### src/rtl/io_regs_pkg.sv
// Package with the I/O-space register map, field layouts and bus carrier types.
package io_regs_pkg;

  // Register addresses in I/O space.
  localparam logic [15:0] ADDR_INTERRUPT_SOURCE_CONTROL = 16'hffec;
  localparam logic [15:0] ADDR_SYNC_PORT_DATA = 16'hfff0;
  localparam logic [15:0] ADDR_SYNC_PORT_CONTROL = 16'hfff1;
  localparam logic [15:0] ADDR_SYNC_PORT_STATUS = 16'hfff2;
  localparam logic [15:0] ADDR_SYNC_PORT_MULTICHANNEL = 16'hfff3;
  localparam logic [15:0] ADDR_ASYNC_PORT_DATA = 16'hfff4;
  localparam logic [15:0] ADDR_ASYNC_PORT_CONTROL = 16'hfff5;
  localparam logic [15:0] ADDR_PIN_AND_UART_STATUS = 16'hfff6;
  localparam logic [15:0] ADDR_BAUD_DIVISOR = 16'hfff7;
  localparam logic [15:0] ADDR_TIMER_CONTROL = 16'hfff8;
  localparam logic [15:0] ADDR_TIMER_PERIOD = 16'hfff9;
  localparam logic [15:0] ADDR_TIMER_COUNT = 16'hfffa;
  localparam logic [15:0] ADDR_SYNC_PORT_COUNTER = 16'hfffb;
  localparam logic [15:0] ADDR_WAIT_STATE_CONFIG = 16'hfffc;

  // Reset values.
  localparam logic [15:0] RST_INTERRUPT_SOURCE_CONTROL = 16'h0000;
  localparam logic [15:0] RST_SYNC_PORT_CONTROL = 16'h0030;
  localparam logic [15:0] RST_SYNC_PORT_STATUS = 16'h0000;
  localparam logic [15:0] RST_SYNC_PORT_MULTICHANNEL = 16'h0000;
  localparam logic [15:0] RST_ASYNC_PORT_CONTROL = 16'h0000;
  localparam logic [7:0] RST_UART_STATUS = 8'h18;
  localparam logic [15:0] RST_BAUD_DIVISOR = 16'h0001;
  localparam logic [15:0] RST_TIMER_PERIOD = 16'hffff;
  localparam logic [15:0] RST_TIMER_COUNT = 16'hffff;
  localparam logic [15:0] RST_SYNC_PORT_COUNTER = 16'h0000;
  localparam logic [11:0] RST_WAIT_STATE_CONFIG = 12'h0fff;
  localparam logic [3:0] RST_DIVIDE_RATIO = 4'h0;

  // Interrupt-source control fields.
  localparam int ICR_MODE_BIT = 0;
  localparam int ICR_FLAG_LSB = 1;
  localparam int ICR_MASK_LSB = 4;

  // Timer control fields.
  localparam int TCR_RATIO_LSB = 0;
  localparam int TCR_STOP_BIT = 4;
  localparam int TCR_RELOAD_BIT = 5;
  localparam int TCR_PRESCALE_LSB = 6;

  // Pin-and-UART status fields.
  localparam int PIN_LEVEL_LSB = 0;
  localparam int PIN_CHANGE_LSB = 4;
  localparam int UART_STATUS_LSB = 8;

  // CPU I/O-space access, one cycle wide.
  typedef struct packed {
    logic [15:0] addr;
    logic rd;
    logic wr;
    logic [15:0] wdata;
  } io_req_t;

  // Wait-state fields, laid out as in the configuration register.
  typedef struct packed {
    logic [2:0] io_space;
    logic [2:0] data_space;
    logic [2:0] prog_upper;
    logic [2:0] prog_lower;
  } wait_state_t;

endpackage

### src/rtl/peripheral_timer.sv
// Prescaled 16-bit down-counting timer with period reload.
module peripheral_timer #(
  parameter int RATIO_W = 4
) (
  // Clock and reset
  input wire logic sys_clk_i,
  input wire logic rst_n_i,
  // Control
  input wire logic [RATIO_W-1:0] ratio_i,
  input wire logic stop_i,
  input wire logic reload_i,
  input wire logic [15:0] period_i,
  input wire logic count_we_i,
  input wire logic [15:0] count_wdata_i,
  // State
  output logic [15:0] count_o,
  output logic [RATIO_W-1:0] prescale_o,
  output logic borrow_o
);

  logic step;

  assign step = !stop_i && (prescale_o == '0);

  always_ff @(posedge sys_clk_i) begin
    if (!rst_n_i) begin
      prescale_o <= RATIO_W'(io_regs_pkg::RST_DIVIDE_RATIO);
    end else if (reload_i || step || stop_i == 1'b0 && prescale_o == '0) begin
      prescale_o <= ratio_i;
    end else if (!stop_i) begin
      prescale_o <= prescale_o - 1'b1;
    end
  end

  // Reload wins over a software write, which wins over counting.
  always_ff @(posedge sys_clk_i) begin
    if (!rst_n_i) begin
      count_o <= io_regs_pkg::RST_TIMER_COUNT;
      borrow_o <= 1'b0;
    end else begin
      borrow_o <= 1'b0;
      if (reload_i) begin
        count_o <= period_i;
      end else if (count_we_i) begin
        count_o <= count_wdata_i;
      end else if (step) begin
        if (count_o == 16'h0000) begin
          count_o <= period_i;
          borrow_o <= 1'b1;
        end else begin
          count_o <= count_o - 16'h0001;
        end
      end
    end
  end

  chk_borrow_reloads: assert property (@(posedge sys_clk_i) disable iff (!rst_n_i)
    step && !reload_i && !count_we_i && count_o == 16'h0000
    |=> borrow_o && count_o == $past(period_i)) else $error("borrow did not reload");

  chk_reload_loads: assert property (@(posedge sys_clk_i) disable iff (!rst_n_i)
    reload_i |=> count_o == $past(period_i) && prescale_o == $past(ratio_i))
    else $error("reload did not load period");

  chk_timer_reset: assert property (@(posedge sys_clk_i)
    !rst_n_i |=> count_o == 16'hffff && prescale_o == '0)
    else $error("timer reset values wrong");

  chk_stop_holds: assert property (@(posedge sys_clk_i) disable iff (!rst_n_i)
    stop_i && !reload_i && !count_we_i |=> count_o == $past(count_o))
    else $error("stopped timer moved");

  cov_timer_borrow: cover property (@(posedge sys_clk_i) disable iff (!rst_n_i) borrow_o);

endmodule // peripheral_timer

### src/rtl/io_space_peripheral_register_bank.sv
// I/O-space register bank for the on-chip peripherals of a DSP.
module io_space_peripheral_register_bank #(
  parameter int PIN_COUNT = 4,
  parameter int RATIO_W = 4
) (
  // Clock and reset
  input wire logic sys_clk_i,
  input wire logic rst_n_i,
  // CPU I/O-space access
  input wire io_regs_pkg::io_req_t io_req_i,
  output logic [15:0] io_rdata_o,
  // Shared external interrupt pins, active low
  input wire logic ext_int_one_n_i,
  input wire logic ext_int_two_n_i,
  input wire logic ext_int_three_n_i,
  // Interrupt and bus-yield requests
  output logic bus_yield_request_o,
  output logic int_one_request_o,
  output logic int_two_three_request_o,
  output logic timer_borrow_o,
  // General-purpose pins
  input wire logic [PIN_COUNT-1:0] general_purpose_pins_i,
  output logic [PIN_COUNT-1:0] general_purpose_pins_o,
  output logic [PIN_COUNT-1:0] general_purpose_pins_oe_o,
  // UART side
  input wire logic [7:0] uart_status_i,
  output logic [15:0] baud_divisor_o,
  output logic uart_enable_o,
  output logic [15:0] async_port_control_o,
  // Sync port side
  output logic [15:0] sync_port_control_o,
  // Wait-state generator settings
  output io_regs_pkg::wait_state_t wait_state_config_o
);

  // Decode of one register write.
  logic wr_icr, wr_sdata, wr_scon, wr_sstat, wr_smc, wr_adata, wr_acon;
  logic wr_pins, wr_baud, wr_tcon, wr_per, wr_cnt, wr_sctr, wr_wait;

  always_comb begin
    wr_icr = io_req_i.wr && io_req_i.addr == io_regs_pkg::ADDR_INTERRUPT_SOURCE_CONTROL;
    wr_sdata = io_req_i.wr && io_req_i.addr == io_regs_pkg::ADDR_SYNC_PORT_DATA;
    wr_scon = io_req_i.wr && io_req_i.addr == io_regs_pkg::ADDR_SYNC_PORT_CONTROL;
    wr_sstat = io_req_i.wr && io_req_i.addr == io_regs_pkg::ADDR_SYNC_PORT_STATUS;
    wr_smc = io_req_i.wr && io_req_i.addr == io_regs_pkg::ADDR_SYNC_PORT_MULTICHANNEL;
    wr_adata = io_req_i.wr && io_req_i.addr == io_regs_pkg::ADDR_ASYNC_PORT_DATA;
    wr_acon = io_req_i.wr && io_req_i.addr == io_regs_pkg::ADDR_ASYNC_PORT_CONTROL;
    wr_pins = io_req_i.wr && io_req_i.addr == io_regs_pkg::ADDR_PIN_AND_UART_STATUS;
    wr_baud = io_req_i.wr && io_req_i.addr == io_regs_pkg::ADDR_BAUD_DIVISOR;
    wr_tcon = io_req_i.wr && io_req_i.addr == io_regs_pkg::ADDR_TIMER_CONTROL;
    wr_per = io_req_i.wr && io_req_i.addr == io_regs_pkg::ADDR_TIMER_PERIOD;
    wr_cnt = io_req_i.wr && io_req_i.addr == io_regs_pkg::ADDR_TIMER_COUNT;
    wr_sctr = io_req_i.wr && io_req_i.addr == io_regs_pkg::ADDR_SYNC_PORT_COUNTER;
    wr_wait = io_req_i.wr && io_req_i.addr == io_regs_pkg::ADDR_WAIT_STATE_CONFIG;
  end

  // Pin synchronisers; stage one feeds only stage two.
  logic [2:0] int_meta, int_sync, int_prev;
  logic [PIN_COUNT-1:0] pin_meta, pin_sync, pin_prev;

  always_ff @(posedge sys_clk_i) begin
    if (!rst_n_i) begin
      int_meta <= 3'h7;
      int_sync <= 3'h7;
      int_prev <= 3'h7;
      pin_meta <= '0;
      pin_sync <= '0;
      pin_prev <= '0;
    end else begin
      int_meta <= {ext_int_three_n_i, ext_int_two_n_i, ext_int_one_n_i};
      int_sync <= int_meta;
      int_prev <= int_sync;
      pin_meta <= general_purpose_pins_i;
      pin_sync <= pin_meta;
      pin_prev <= pin_sync;
    end
  end

  // Interrupt-source control: mode bit, three sticky flags, three masks.
  logic icr_mode;
  logic [2:0] icr_flag, icr_mask, int_fall, flag_set, flag_clr;

  assign int_fall = int_prev & ~int_sync;
  // Interrupt one only latches as an interrupt while the pin is not a bus-yield request.
  assign flag_set = {int_fall[2:1], int_fall[0] & icr_mode};
  assign flag_clr = wr_icr ? io_req_i.wdata[io_regs_pkg::ICR_FLAG_LSB +: 3] : 3'h0;

  always_ff @(posedge sys_clk_i) begin
    if (!rst_n_i) begin
      icr_mode <= io_regs_pkg::RST_INTERRUPT_SOURCE_CONTROL[io_regs_pkg::ICR_MODE_BIT];
      icr_mask <= io_regs_pkg::RST_INTERRUPT_SOURCE_CONTROL[io_regs_pkg::ICR_MASK_LSB +: 3];
    end else if (wr_icr) begin
      icr_mode <= io_req_i.wdata[io_regs_pkg::ICR_MODE_BIT];
      icr_mask <= io_req_i.wdata[io_regs_pkg::ICR_MASK_LSB +: 3];
    end
  end

  // A new edge in the same cycle as a clear keeps the flag set.
  always_ff @(posedge sys_clk_i) begin
    if (!rst_n_i) begin
      icr_flag <= io_regs_pkg::RST_INTERRUPT_SOURCE_CONTROL[io_regs_pkg::ICR_FLAG_LSB +: 3];
    end else begin
      icr_flag <= (icr_flag & ~flag_clr) | flag_set;
    end
  end

  always_ff @(posedge sys_clk_i) begin
    if (!rst_n_i) begin
      bus_yield_request_o <= 1'b0;
      int_one_request_o <= 1'b0;
      int_two_three_request_o <= 1'b0;
    end else begin
      bus_yield_request_o <= !icr_mode && !int_sync[0];
      int_one_request_o <= icr_flag[0] && icr_mask[0];
      int_two_three_request_o <= |(icr_flag[2:1] & icr_mask[2:1]);
    end
  end

  // Serial data holders carry no reset, as software may not rely on them.
  logic [15:0] sync_data, async_data;

  always_ff @(posedge sys_clk_i) begin
    if (wr_sdata) begin
      sync_data <= io_req_i.wdata;
    end
    if (wr_adata) begin
      async_data <= io_req_i.wdata;
    end
  end

  // Plain control registers of the serial ports and wait-state generator.
  logic [15:0] sync_status, sync_multichannel, sync_counter;
  logic [11:0] wait_bits;

  always_ff @(posedge sys_clk_i) begin
    if (!rst_n_i) begin
      sync_port_control_o <= io_regs_pkg::RST_SYNC_PORT_CONTROL;
      sync_status <= io_regs_pkg::RST_SYNC_PORT_STATUS;
      sync_multichannel <= io_regs_pkg::RST_SYNC_PORT_MULTICHANNEL;
      sync_counter <= io_regs_pkg::RST_SYNC_PORT_COUNTER;
      async_port_control_o <= io_regs_pkg::RST_ASYNC_PORT_CONTROL;
      wait_bits <= io_regs_pkg::RST_WAIT_STATE_CONFIG;
    end else begin
      if (wr_scon) begin
        sync_port_control_o <= io_req_i.wdata;
      end
      if (wr_sstat) begin
        sync_status <= io_req_i.wdata;
      end
      if (wr_smc) begin
        sync_multichannel <= io_req_i.wdata;
      end
      if (wr_sctr) begin
        sync_counter <= io_req_i.wdata;
      end
      if (wr_acon) begin
        async_port_control_o <= io_req_i.wdata;
      end
      if (wr_wait) begin
        wait_bits <= io_req_i.wdata[11:0];
      end
    end
  end

  assign wait_state_config_o = wait_bits;
  assign general_purpose_pins_oe_o = async_port_control_o[PIN_COUNT-1:0];

  // Pin-and-UART status: levels, sticky change flags on inputs, UART status byte.
  logic [PIN_COUNT-1:0] pin_change;
  logic [7:0] uart_status;

  always_ff @(posedge sys_clk_i) begin
    if (!rst_n_i) begin
      general_purpose_pins_o <= '0;
      uart_status <= io_regs_pkg::RST_UART_STATUS;
    end else begin
      uart_status <= uart_status_i;
      if (wr_pins) begin
        general_purpose_pins_o <= io_req_i.wdata[io_regs_pkg::PIN_LEVEL_LSB +: PIN_COUNT];
      end
    end
  end

  for (genvar g = 0; g < PIN_COUNT; g++) begin : g_pin_change
    logic clr;
    logic set;
    assign clr = wr_pins && io_req_i.wdata[io_regs_pkg::PIN_CHANGE_LSB + g];
    assign set = !general_purpose_pins_oe_o[g] && (pin_sync[g] != pin_prev[g]);
    always_ff @(posedge sys_clk_i) begin
      if (!rst_n_i) begin
        pin_change[g] <= 1'b0;
      end else begin
        pin_change[g] <= (pin_change[g] && !clr) || set;
      end
    end
  end

  // Baud divisor; zero stalls the UART entirely.
  always_ff @(posedge sys_clk_i) begin
    if (!rst_n_i) begin
      baud_divisor_o <= io_regs_pkg::RST_BAUD_DIVISOR;
      uart_enable_o <= 1'b0;
    end else begin
      if (wr_baud) begin
        baud_divisor_o <= io_req_i.wdata;
      end
      uart_enable_o <= baud_divisor_o != 16'h0000;
    end
  end

  // Timer control and period.
  logic [RATIO_W-1:0] timer_ratio, timer_prescale;
  logic timer_stop, timer_reload;
  logic [15:0] timer_period, timer_count;

  always_ff @(posedge sys_clk_i) begin
    if (!rst_n_i) begin
      timer_ratio <= RATIO_W'(io_regs_pkg::RST_DIVIDE_RATIO);
      timer_stop <= 1'b0;
      timer_period <= io_regs_pkg::RST_TIMER_PERIOD;
    end else begin
      if (wr_tcon) begin
        timer_ratio <= io_req_i.wdata[io_regs_pkg::TCR_RATIO_LSB +: RATIO_W];
        timer_stop <= io_req_i.wdata[io_regs_pkg::TCR_STOP_BIT];
      end
      if (wr_per) begin
        timer_period <= io_req_i.wdata;
      end
    end
  end

  // The reload bit acts on the write and never reads back as one.
  assign timer_reload = wr_tcon && io_req_i.wdata[io_regs_pkg::TCR_RELOAD_BIT];

  peripheral_timer #(
    .RATIO_W(RATIO_W)
  ) u_timer (
    .sys_clk_i(sys_clk_i),
    .rst_n_i(rst_n_i),
    .ratio_i(timer_ratio),
    .stop_i(timer_stop),
    .reload_i(timer_reload),
    .period_i(timer_period),
    .count_we_i(wr_cnt),
    .count_wdata_i(io_req_i.wdata),
    .count_o(timer_count),
    .prescale_o(timer_prescale),
    .borrow_o(timer_borrow_o)
  );

  // Read mux; unmapped addresses and unused bits return zero.
  logic [15:0] next_rdata;

  always_comb begin
    next_rdata = 16'h0000;
    case (io_req_i.addr)
      io_regs_pkg::ADDR_INTERRUPT_SOURCE_CONTROL: begin
        next_rdata[io_regs_pkg::ICR_MODE_BIT] = icr_mode;
        next_rdata[io_regs_pkg::ICR_FLAG_LSB +: 3] = icr_flag;
        next_rdata[io_regs_pkg::ICR_MASK_LSB +: 3] = icr_mask;
      end
      io_regs_pkg::ADDR_SYNC_PORT_DATA: next_rdata = sync_data;
      io_regs_pkg::ADDR_SYNC_PORT_CONTROL: next_rdata = sync_port_control_o;
      io_regs_pkg::ADDR_SYNC_PORT_STATUS: next_rdata = sync_status;
      io_regs_pkg::ADDR_SYNC_PORT_MULTICHANNEL: next_rdata = sync_multichannel;
      io_regs_pkg::ADDR_ASYNC_PORT_DATA: next_rdata = async_data;
      io_regs_pkg::ADDR_ASYNC_PORT_CONTROL: next_rdata = async_port_control_o;
      io_regs_pkg::ADDR_PIN_AND_UART_STATUS: begin
        next_rdata[io_regs_pkg::PIN_LEVEL_LSB +: PIN_COUNT] = pin_sync;
        next_rdata[io_regs_pkg::PIN_CHANGE_LSB +: PIN_COUNT] = pin_change;
        next_rdata[io_regs_pkg::UART_STATUS_LSB +: 8] = uart_status;
      end
      io_regs_pkg::ADDR_BAUD_DIVISOR: next_rdata = baud_divisor_o;
      io_regs_pkg::ADDR_TIMER_CONTROL: begin
        next_rdata[io_regs_pkg::TCR_RATIO_LSB +: RATIO_W] = timer_ratio;
        next_rdata[io_regs_pkg::TCR_STOP_BIT] = timer_stop;
        next_rdata[io_regs_pkg::TCR_PRESCALE_LSB +: RATIO_W] = timer_prescale;
      end
      io_regs_pkg::ADDR_TIMER_PERIOD: next_rdata = timer_period;
      io_regs_pkg::ADDR_TIMER_COUNT: next_rdata = timer_count;
      io_regs_pkg::ADDR_SYNC_PORT_COUNTER: next_rdata = sync_counter;
      io_regs_pkg::ADDR_WAIT_STATE_CONFIG: next_rdata[11:0] = wait_bits;
      default: next_rdata = 16'h0000;
    endcase
  end

  always_ff @(posedge sys_clk_i) begin
    if (!rst_n_i) begin
      io_rdata_o <= 16'h0000;
    end else if (io_req_i.rd) begin
      io_rdata_o <= next_rdata;
    end else begin
      io_rdata_o <= 16'h0000;
    end
  end

  chk_icr_reset: assert property (@(posedge sys_clk_i)
    !rst_n_i |=> icr_mode == 1'b0 && icr_flag == 3'h0 && icr_mask == 3'h0)
    else $error("interrupt-source control not cleared by reset");

  chk_reset_values: assert property (@(posedge sys_clk_i)
    !rst_n_i |=> sync_port_control_o == 16'h0030 && wait_bits == 12'hfff
    && baud_divisor_o == 16'h0001 && timer_period == 16'hffff)
    else $error("reset value wrong");

  chk_flag_set_wins: assert property (@(posedge sys_clk_i) disable iff (!rst_n_i)
    flag_set[1] && flag_clr[1] |=> icr_flag[1])
    else $error("flag set lost against clear");

  chk_yield_steer: assert property (@(posedge sys_clk_i) disable iff (!rst_n_i)
    !icr_mode && !int_sync[0] |=> bus_yield_request_o ##0 !$past(flag_set[0]))
    else $error("bus-yield steering wrong");

  chk_baud_zero_stops: assert property (@(posedge sys_clk_i) disable iff (!rst_n_i)
    wr_baud && io_req_i.wdata == 16'h0000 ##1 !wr_baud |=> !uart_enable_o)
    else $error("uart enabled with zero divisor");

  chk_unmapped_zero: assert property (@(posedge sys_clk_i) disable iff (!rst_n_i)
    io_req_i.rd && (io_req_i.addr < io_regs_pkg::ADDR_INTERRUPT_SOURCE_CONTROL
    || io_req_i.addr inside {[16'hffed:16'hffef], [16'hfffd:16'hffff]})
    |=> io_rdata_o == 16'h0000) else $error("unmapped read not zero");

  chk_wait_top_zero: assert property (@(posedge sys_clk_i) disable iff (!rst_n_i)
    io_req_i.rd && io_req_i.addr == io_regs_pkg::ADDR_WAIT_STATE_CONFIG
    |=> io_rdata_o[15:12] == 4'h0 && io_rdata_o[11:0] == $past(wait_bits))
    else $error("wait-state read wrong");

  chk_pin_change: assert property (@(posedge sys_clk_i) disable iff (!rst_n_i)
    !general_purpose_pins_oe_o[0] && pin_sync[0] != pin_prev[0] |=> pin_change[0])
    else $error("input change not flagged");

  cov_icr_flag: cover property (@(posedge sys_clk_i) disable iff (!rst_n_i) int_two_three_request_o);
  cov_yield: cover property (@(posedge sys_clk_i) disable iff (!rst_n_i) bus_yield_request_o);
  cov_reload: cover property (@(posedge sys_clk_i) disable iff (!rst_n_i) timer_reload);

endmodule // io_space_peripheral_register_bank

### config.mk
export PLATFORM = sky130hd
export DESIGN_NAME = io_space_peripheral_register_bank
export DESIGN_NICKNAME = d
export VERILOG_FILES = /design/src/rtl/io_regs_pkg.sv /design/src/rtl/peripheral_timer.sv /design/src/rtl/io_space_peripheral_register_bank.sv
export SDC_FILE = /design/constraint.sdc
export NUM_CORES = 1
export LEC_CHECK = 0
export BUFFER_PORTS_ARGS = -buffer_cell sky130_fd_sc_hd__buf_2
export CAP_MARGIN = 25
export CORE_MARGIN = 3
export CORE_UTILIZATION = 40
export DETAILED_ROUTE_END_ITERATION = 6
export PLACE_DENSITY_LB_ADDON = 0.1
export SLEW_MARGIN = 20
export SYNTH_ARGS = -nofsm -noshare
export SYNTH_HDL_FRONTEND = slang
export SYNTH_SLANG_ARGS = --single-unit
### constraint.sdc
create_clock -name sys_clk_i -period 5.4 [get_ports sys_clk_i]
set_input_delay 1.08 -clock sys_clk_i [delete_from_list [all_inputs] [get_ports sys_clk_i]]
set_output_delay 1.08 -clock sys_clk_i [all_outputs]
set_load 0.01 [all_outputs]
==> flow_summary.json, run 1 <==
{
  "fin_cells": 1664,
  "synth_edf_count": 32,
  "synth_mux_area_frac": 0.0166,
  "criticalPathCategory": "in2reg",
  "antenna_left": 0,
  "clk_pin_slew_ns": 0.06,
  "cp-startpoint": "io_req_i[29]",
  "yosys_warnings": 0,
  "holdBufCountCts": 0,
  "rr_endpoint": "u_timer.count_o[15]",
  "p_leak_nw": 4.59,
  "cp.depth": 8,
  "htree_num_levels": 1,
  "pin_count": 140,
  "layout_commonest_cell": "nand2_1",
  "synth_fa_ha_area_frac": 0.00474,
  "root_buffer": "clkbuf_16",
  "grt_usage": 0.271,
  "fin_skew_ns": 0.0155,
  "ir_drop_v": 0.000210,
  "die_x_um": 168,
  "die_h_um": 168,
  "hp-class": "reg2reg",
  "yosys_register_bits": 246,
  "power_frac_comb": 0.110,
  "pwr_density_cell_nw_per_um2": 356,
  "fin_tns_setup_ns": 0,
  "hold_violations": 0,
  "drtIter0Drc": 1081,
  "slew_viol_final": 0,
  "crit_chain": "buf_2 -> nand4_1 -> buf_4 -> nor4_2 -> nand2_1 -> mux2_2 -> o22ai_1 -> o211ai_1",
  "endpoint": "u_timer.count_o[3]",
  "r2r_start": "u_timer.count_o[1]",
  "r2r_cells": 8,
  "synthCells": 1230,
  "synth_top_family_by_area": "simple AND/OR/NAND/NOR gates",
  "viasPerCell": 5.88,
  "synth_area_leader_cell": "dfxtp_1",
  "clock_latency_ns": 0.56,
  "drive_gt1_frac": 0.166,
  "async_flop_share": 0,
  "synth-xor-area-share": 0.0116,
  "crit_required_ns": 5.78,
  "syn_nets": 1285,
  "fmax_mhz": 299,
  "vias": 9778,
  "drt_wl_total_um": 39500,
  "switching_share": 0.270,
  "placementRows": 58,
  "diodes": 0,
  "slew_headroom": 0.250,
  "gp_congestion": 0.918,
  "postSynthAreaPerCell_um2": 8.58,
  "power_frac_seq": 0.464,
  "first_global_vias": 9276,
  "routedWlPerCell_um": 23.8,
  "grt-ovfl-total": 0,
  "cp-start-kind": "input port",
  "wl_met3_um": 3330,
  "path_delay_family": "simple AND/OR/NAND/NOR gates",
  "port_buffers": 139,
  "grt_pass1_wl_um": 59600,
  "worstPathArrival_ns": 3.72,
  "hold_depth": 1,
  "grt_max_degree": 79,
  "synthFlopType": "dfxtp_1",
  "cts.sinks": 246,
  "syn_to_final_growth_pct": 16.7,
  "outcome": "finished, final reports clean",
  "period_needed_ns": 3.34,
  "path_max_fanout": 11,
  "worst_slew_pin_slew_ns": 1.13,
  "r2r_slack_ns": 2.32,
  "final_cell_mix": "291 x nand2_1, 214 x dfxtp_1, 139 x buf_2",
  "maxCapViolations": 0,
  "dpl.hpwl_um": 26400,
  "ys_seq_area_frac": 0.497,
  "highest_layer": "met5",
  "cts_tree": "yes",
  "start_util": 0.413,
  "cpMaxStageDelayCell": "nor4_2",
  "die_area_um2": 28400,
  "met2_length_um": 17900,
  "netlist_top_cells_area": "dfxtp_1 41%, nand2_1 10%, edfxtp_1 9.1%, a21oi_1 5.7%, clkbuf_1 3.1%",
  "synth.distinct_cells": 66,
  "clockBufferDepth": 3,
  "wl_met1_um": 17400,
  "synth_compound_area_frac": 0.186,
  "cts_made_buffers": 27,
  "period_share": 0.619,
  "antenna_found_initial": 1,
  "internal-power_w": 0.00320,
  "setup_viol": 0,
  "worstPathBufferInverterCount": 2,
  "power_frac_clock": 0.426,
  "critical_path.endpoint_type": "flop",
  "core_area_um2": 25500,
  "yosys.area_share.simple": 0.236,
  "syn-cell-area_um2": 10600,
  "numPlacedInstances": 1613,
  "fill_cells": 2523,
  "drc": 0,
  "firstDrtPassIters": 5,
  "nNetsFinal": 1368,
  "cts_setup_buffers": 0,
  "ctsResizeCount": 0,
  "p_switching_w": 0.00118,
  "rsz0062_at_grt": "false",
  "critPathMaxStageDelay_ns": 0.65,
  "synth_top_area_frac": 0.406
}
how the worst min path moves through the flow:
stage / startpoint / slack, ns / end
after floorplan: int_meta[0] / 0.39 / int_sync[0]
after global placement: int_meta[1] / 0.39 / int_sync[1]
after detailed placement: int_meta[0] / 0.40 / int_sync[0]
after CTS: int_meta[0] / 0.41 / int_sync[0]
after global routing: int_meta[0] / 0.43 / int_sync[0]
final: int_meta[0] / 0.41 / int_sync[0]
synthesized netlist by cell type (4+ instances only):
library cell and n:
nand2_1 291, or4_1 5, a21oi_1 121, nor3_1 14, buf_2 12, nor2_1 45
a221oi_1 17, mux2i_1 13, a222oi_1 10, mux2_2 4, a41oi_1 5, nor4_1 21
a22o_1 20, clkbuf_1 87, edfxtp_1 32, and2_0 6, and3_1 13, and4_1 4
and2_1 32, ha_1 4, o311ai_0 4, nand3_1 42, buf_4 7, a31oi_1 9
o21ai_0 23, nand2b_1 18, xnor2_1 13, o22ai_1 5, nor2b_1 4, inv_1 13
nand4_1 13, a211oi_1 5, dfxtp_1 214, a22oi_1 40, o211ai_1 13
logic make-up (layout without fill, tap and decap cells):
| group | after synthesis | in the layout |
|---|---|---|
| fa+ha+maj | 4 | 4 |
| buf+inv | 122 | 226 |
| flops | 246 | 246 |
| compound gates | 296 | 296 |
| xor+xnor | 14 | 14 |
| simple gates | 531 | 531 |
| mux | 17 | 17 |
sequential cells by signal, indices dropped and copies added, names as in the netlist, 8 cells and up:
signal and flops:
sync_status 16, sync_port_control_o 16, uart_status 8, sync_counter 16, u_timer.count_o 16, sync_multichannel 16
io_rdata_o 16, wait_state_config_o 12, async_data 16, sync_data 16, baud_divisor_o 16, timer_period 16
async_port_control_o 16
per-stage QoR:
step           setup slack (ns)  total power, W  cell area (µm²)   util  hold WS [ns]
2_1_floorplan              2.33         0.00237            10600      -         0.386
3_3_place_gp               1.40         0.00254            11400  0.447         0.388
3_5_place_dp               1.37         0.00254            11400  0.447         0.396
4_1_cts                    1.93         0.00440            12300  0.482         0.410
5_1_grt                    1.86         0.00454            12300  0.482         0.426
6_report                   2.06         0.00438            12300  0.482         0.406
power by group through the flow:
stage	clock, W	combinational [W]	sequential [W]
final	0.00187	0.000480	0.00203
after global routing	0.00196	0.000532	0.00204
after CTS	0.00189	0.000478	0.00203
after detailed placement	0	0.000475	0.00207
after global placement	0	0.000469	0.00207
after floorplan	0	0.000352	0.00202
area by class of cell:
cell class | count | area (µm²) | share of cell area
Tap cell | 330 | 413 | 0.0335
Inverter | 13 | 51.3 | 0.00417
Timing Repair Buffer | 163 | 873 | 0.0709
Clock buffer | 40 | 806 | 0.0654
Multi-Input combinational cell | 862 | 4830 | 0.393
Sequential cell | 246 | 5250 | 0.426
Clock inverter | 10 | 92.6 | 0.00752
metal layers:
| layer | up-vias | global-route usage |
|---|---|---|
| li1 | 4528 | - |
| met1 | 4685 | 0.382 |
| met2 | 499 | 0.434 |
| met3 | 64 | 0.0465 |
| met4 | 2 | 0.0679 |
| met5 | - | 0 |
Power figures use the tool's default switching activity.
==> inputs of run 2 (changes only) <==
ABC_AREA = 1   (was default)
clock period = 3.4 ns   (was 5.4 ns; I/O delays follow)
==> run 2 against run 1 <==
Compared with the run above:
- utilization rose by 0.25 points
- die area rose by 2.4%
- critical path type is now reg2reg
- register-to-register slack got worse by 1.4 ns
- design area rose by 3.4%
- worst setup slack got worse by 1.1 ns
- flip-flop and latch count did not move
- clock skew fell by 0.0035 ns
- largest power group unchanged
- final cell count rose by 14%
==> flow_summary.json, run 2 <==
{
  "die_area_um2": 29000,
  "ctsResizeCount": 0,
  "postSynthAreaPerCell_um2": 7.54,
  "placementRows": 59,
  "critPathMaxStageDelay_ns": 0.80,
  "worst_slew_pin_slew_ns": 0.965,
  "fill_cells": 2654,
  "pwr_density_cell_nw_per_um2": 573,
  "synth_edf_count": 32,
  "hp-class": "in2reg",
  "slew_headroom": 0.351,
  "yosys_register_bits": 246,
  "final_area_um2": 12700,
  "setup_viol": 0,
  "p_leak_nw": 6.10,
  "synthFlopType": "dfxtp_1",
  "diodes": 0,
  "synthCells": 1435,
  "synth_top_area_frac": 0.396,
  "layout_commonest_cell": "nand2_1",
  "criticalPathCategory": "reg2reg",
  "netlist_top_cells_area": "dfxtp_1 40%, nand2_1 11%, edfxtp_1 8.9%, o21ai_0 8.1%, a21oi_1 6.3%",
  "cts_setup_buffers": 0,
  "maxCapViolations": 0,
  "drt_wl_total_um": 39300,
  "cpMaxStageDelayCell": "nor3_1",
  "fin_skew_ns": 0.0121,
  "ys_seq_area_frac": 0.485,
  "cts.sinks": 246,
  "place_area_um2": 11800,
  "async_flop_share": 0,
  "syn-cell-area_um2": 10800,
  "routedWlPerCell_um": 20.6,
  "syn_to_final_growth_pct": 17.8,
  "yosysMostFrequentCell": "nand2_1",
  "cts_tree": "yes",
  "first_global_vias": 9503,
  "ir_drop_v": 0.000332,
  "vias": 10360,
  "drtIter0Drc": 937,
  "core_area_um2": 26300,
  "path_max_fanout": 6,
  "nNetsFinal": 1601,
  "hold_violations": 0,
  "firstDrtPassIters": 5,
  "synth_area_leader_cell": "dfxtp_1",
  "period_share": 0.717,
  "synth.distinct_cells": 41,
  "gp_congestion": 0.922,
  "drc": 0,
  "worstPathArrival_ns": 2.85,
  "clockBufferDepth": 3,
  "htree_num_levels": 1,
  "cts_made_buffers": 28,
  "ys_top_cells_by_count": "329 x nand2_1, 214 x dfxtp_1, 176 x o21ai_0, 137 x a21oi_1, 127 x inv_1",
  "pin_count": 140,
  "holdBufCountCts": 0,
  "antenna_found_initial": 1,
  "antenna_left": 0,
  "fin_tns_setup_ns": 0,
  "die_h_um": 170,
  "slew_viol_final": 0,
  "yosys_warnings": 0,
  "syn_nets": 1490,
  "dpl.hpwl_um": 28100,
  "grt_usage": 0.265,
  "critical_path.endpoint_type": "flop",
  "die_x_um": 170,
  "grt-ovfl-total": 0,
  "grt_max_degree": 135,
  "clock_latency_ns": 0.55,
  "root_buffer": "clkbuf_16",
  "clk_pin_slew_ns": 0.06,
  "final_cell_mix": "329 x nand2_1, 214 x dfxtp_1, 176 x o21ai_0",
  "crit_required_ns": 3.81,
  "grt_pass1_wl_um": 58800,
  "cp-start-kind": "flop",
  "drive_gt1_frac": 0.158,
  "outcome": "finished, final reports clean",
  "port_buffers": 139,
  "period_needed_ns": 2.44,
  "fmax_mhz": 410,
  "start_util": 0.411,
  "rsz0062_at_grt": "false",
  "viasPerCell": 5.44,
  "crit_chain": "inv_1 -> ha_1 -> nand4_1 -> nor3_1 -> nand2_1 -> nand2_1 -> nand2_1 -> o211ai_1 -> nand3_1",
  "cpMostUsedCell": "nand2_1"
}
## run 2: changes by cell type in the layout (fill, tap and decap cells not counted), sizes merged, moves of 13 or more
cell,change
a21oi,+15
a221oi,-17
a22o,-20
a22oi,-39
and2,-38
inv,+119
mux2i,-13
nand2,+43
nand2b,-18
nand3,+50
nor2,+56
nor4,-16
o211ai,+30
o21ai,+154
## run 2: critical path: cells and delay by family (launching register included)
kind | cells | cell delay (ns)
AOI/OAI and AO/OA | 1 | 0.10
adders and majority gates | 1 | 0.24
buffers and inverters | 1 | 0.15
DFF | 1 | 0.31
and+or+nand+nor | 6 | 1.50
## run 2: final timing paths
path	cells past startpoint	startpoint	endpoint	slack, ns
worst min-delay path	3	general_purpose_pins_i[3]	pin_meta[3]	0.31
worst max-delay path	9	u_timer.count_o[0]	u_timer.count_o[8]	0.96
worst max register to register	9	u_timer.count_o[0]	u_timer.count_o[8]	0.96
worst min register to register	1	int_meta[0]	int_sync[0]	0.41
## run 2: cell type report
class,instances,area (µm²),area share
timing repair buffer,166,913,0.0717
clock inverter,12,129,0.0101
clock buffer,40,838,0.0658
inverter,135,509,0.0400
tap,335,419,0.0329
sequential,246,5250,0.412
multi-input combinational,969,4680,0.368
## run 2: kinds of logic (layout without fill, tap and decap cells)
| kind of cell | Yosys count | in the layout | synth area share |
|---|---|---|---|
| and+or+nand+nor | 581 | 581 | 0.233 |
| adders and majority gates | 4 | 4 | 0.00463 |
| AOI/OAI and AO/OA | 374 | 374 | 0.186 |
| buffers and inverters | 220 | 353 | 0.0832 |
| xor gates and xnor gates | 10 | 10 | 0.00810 |
| DFF | 246 | 246 | 0.485 |
## run 2: per-stage QoR
stage / power, W / hold slack (ns) / setup WS [ns] / util / instances
2_1_floorplan: 0.00392 / 0.390 / 0.896 / - / 1435
3_3_place_gp: 0.00421 / 0.393 / 0.643 / 0.448 / 1851
3_5_place_dp: 0.00421 / 0.398 / 0.615 / 0.448 / 1851
4_1_cts: 0.00733 / 0.296 / 0.993 / 0.485 / 1903
5_1_grt: 0.00762 / 0.305 / 0.751 / 0.485 / 1903
6_report: 0.00730 / 0.312 / 0.961 / 0.485 / 1903
## run 2: where the power goes
group | switching [W] | leakage (nW) | internal (W)
Sequential | 0.000104 | 2.02 | 0.00307
Combinational | 0.000673 | 3.60 | 0.000323
Clock | 0.00125 | 0.483 | 0.00187
## run 2: layer usage
metal	share of wire	up-vias	track usage	wire [µm]
met1	0.47	4915	0.404	18400
met4	0.013	0	0.0497	528
met5	0	-	0	0
met3	0.085	45	0.0425	3320
met2	0.43	388	0.396	17100
li1	-	5012	-	-
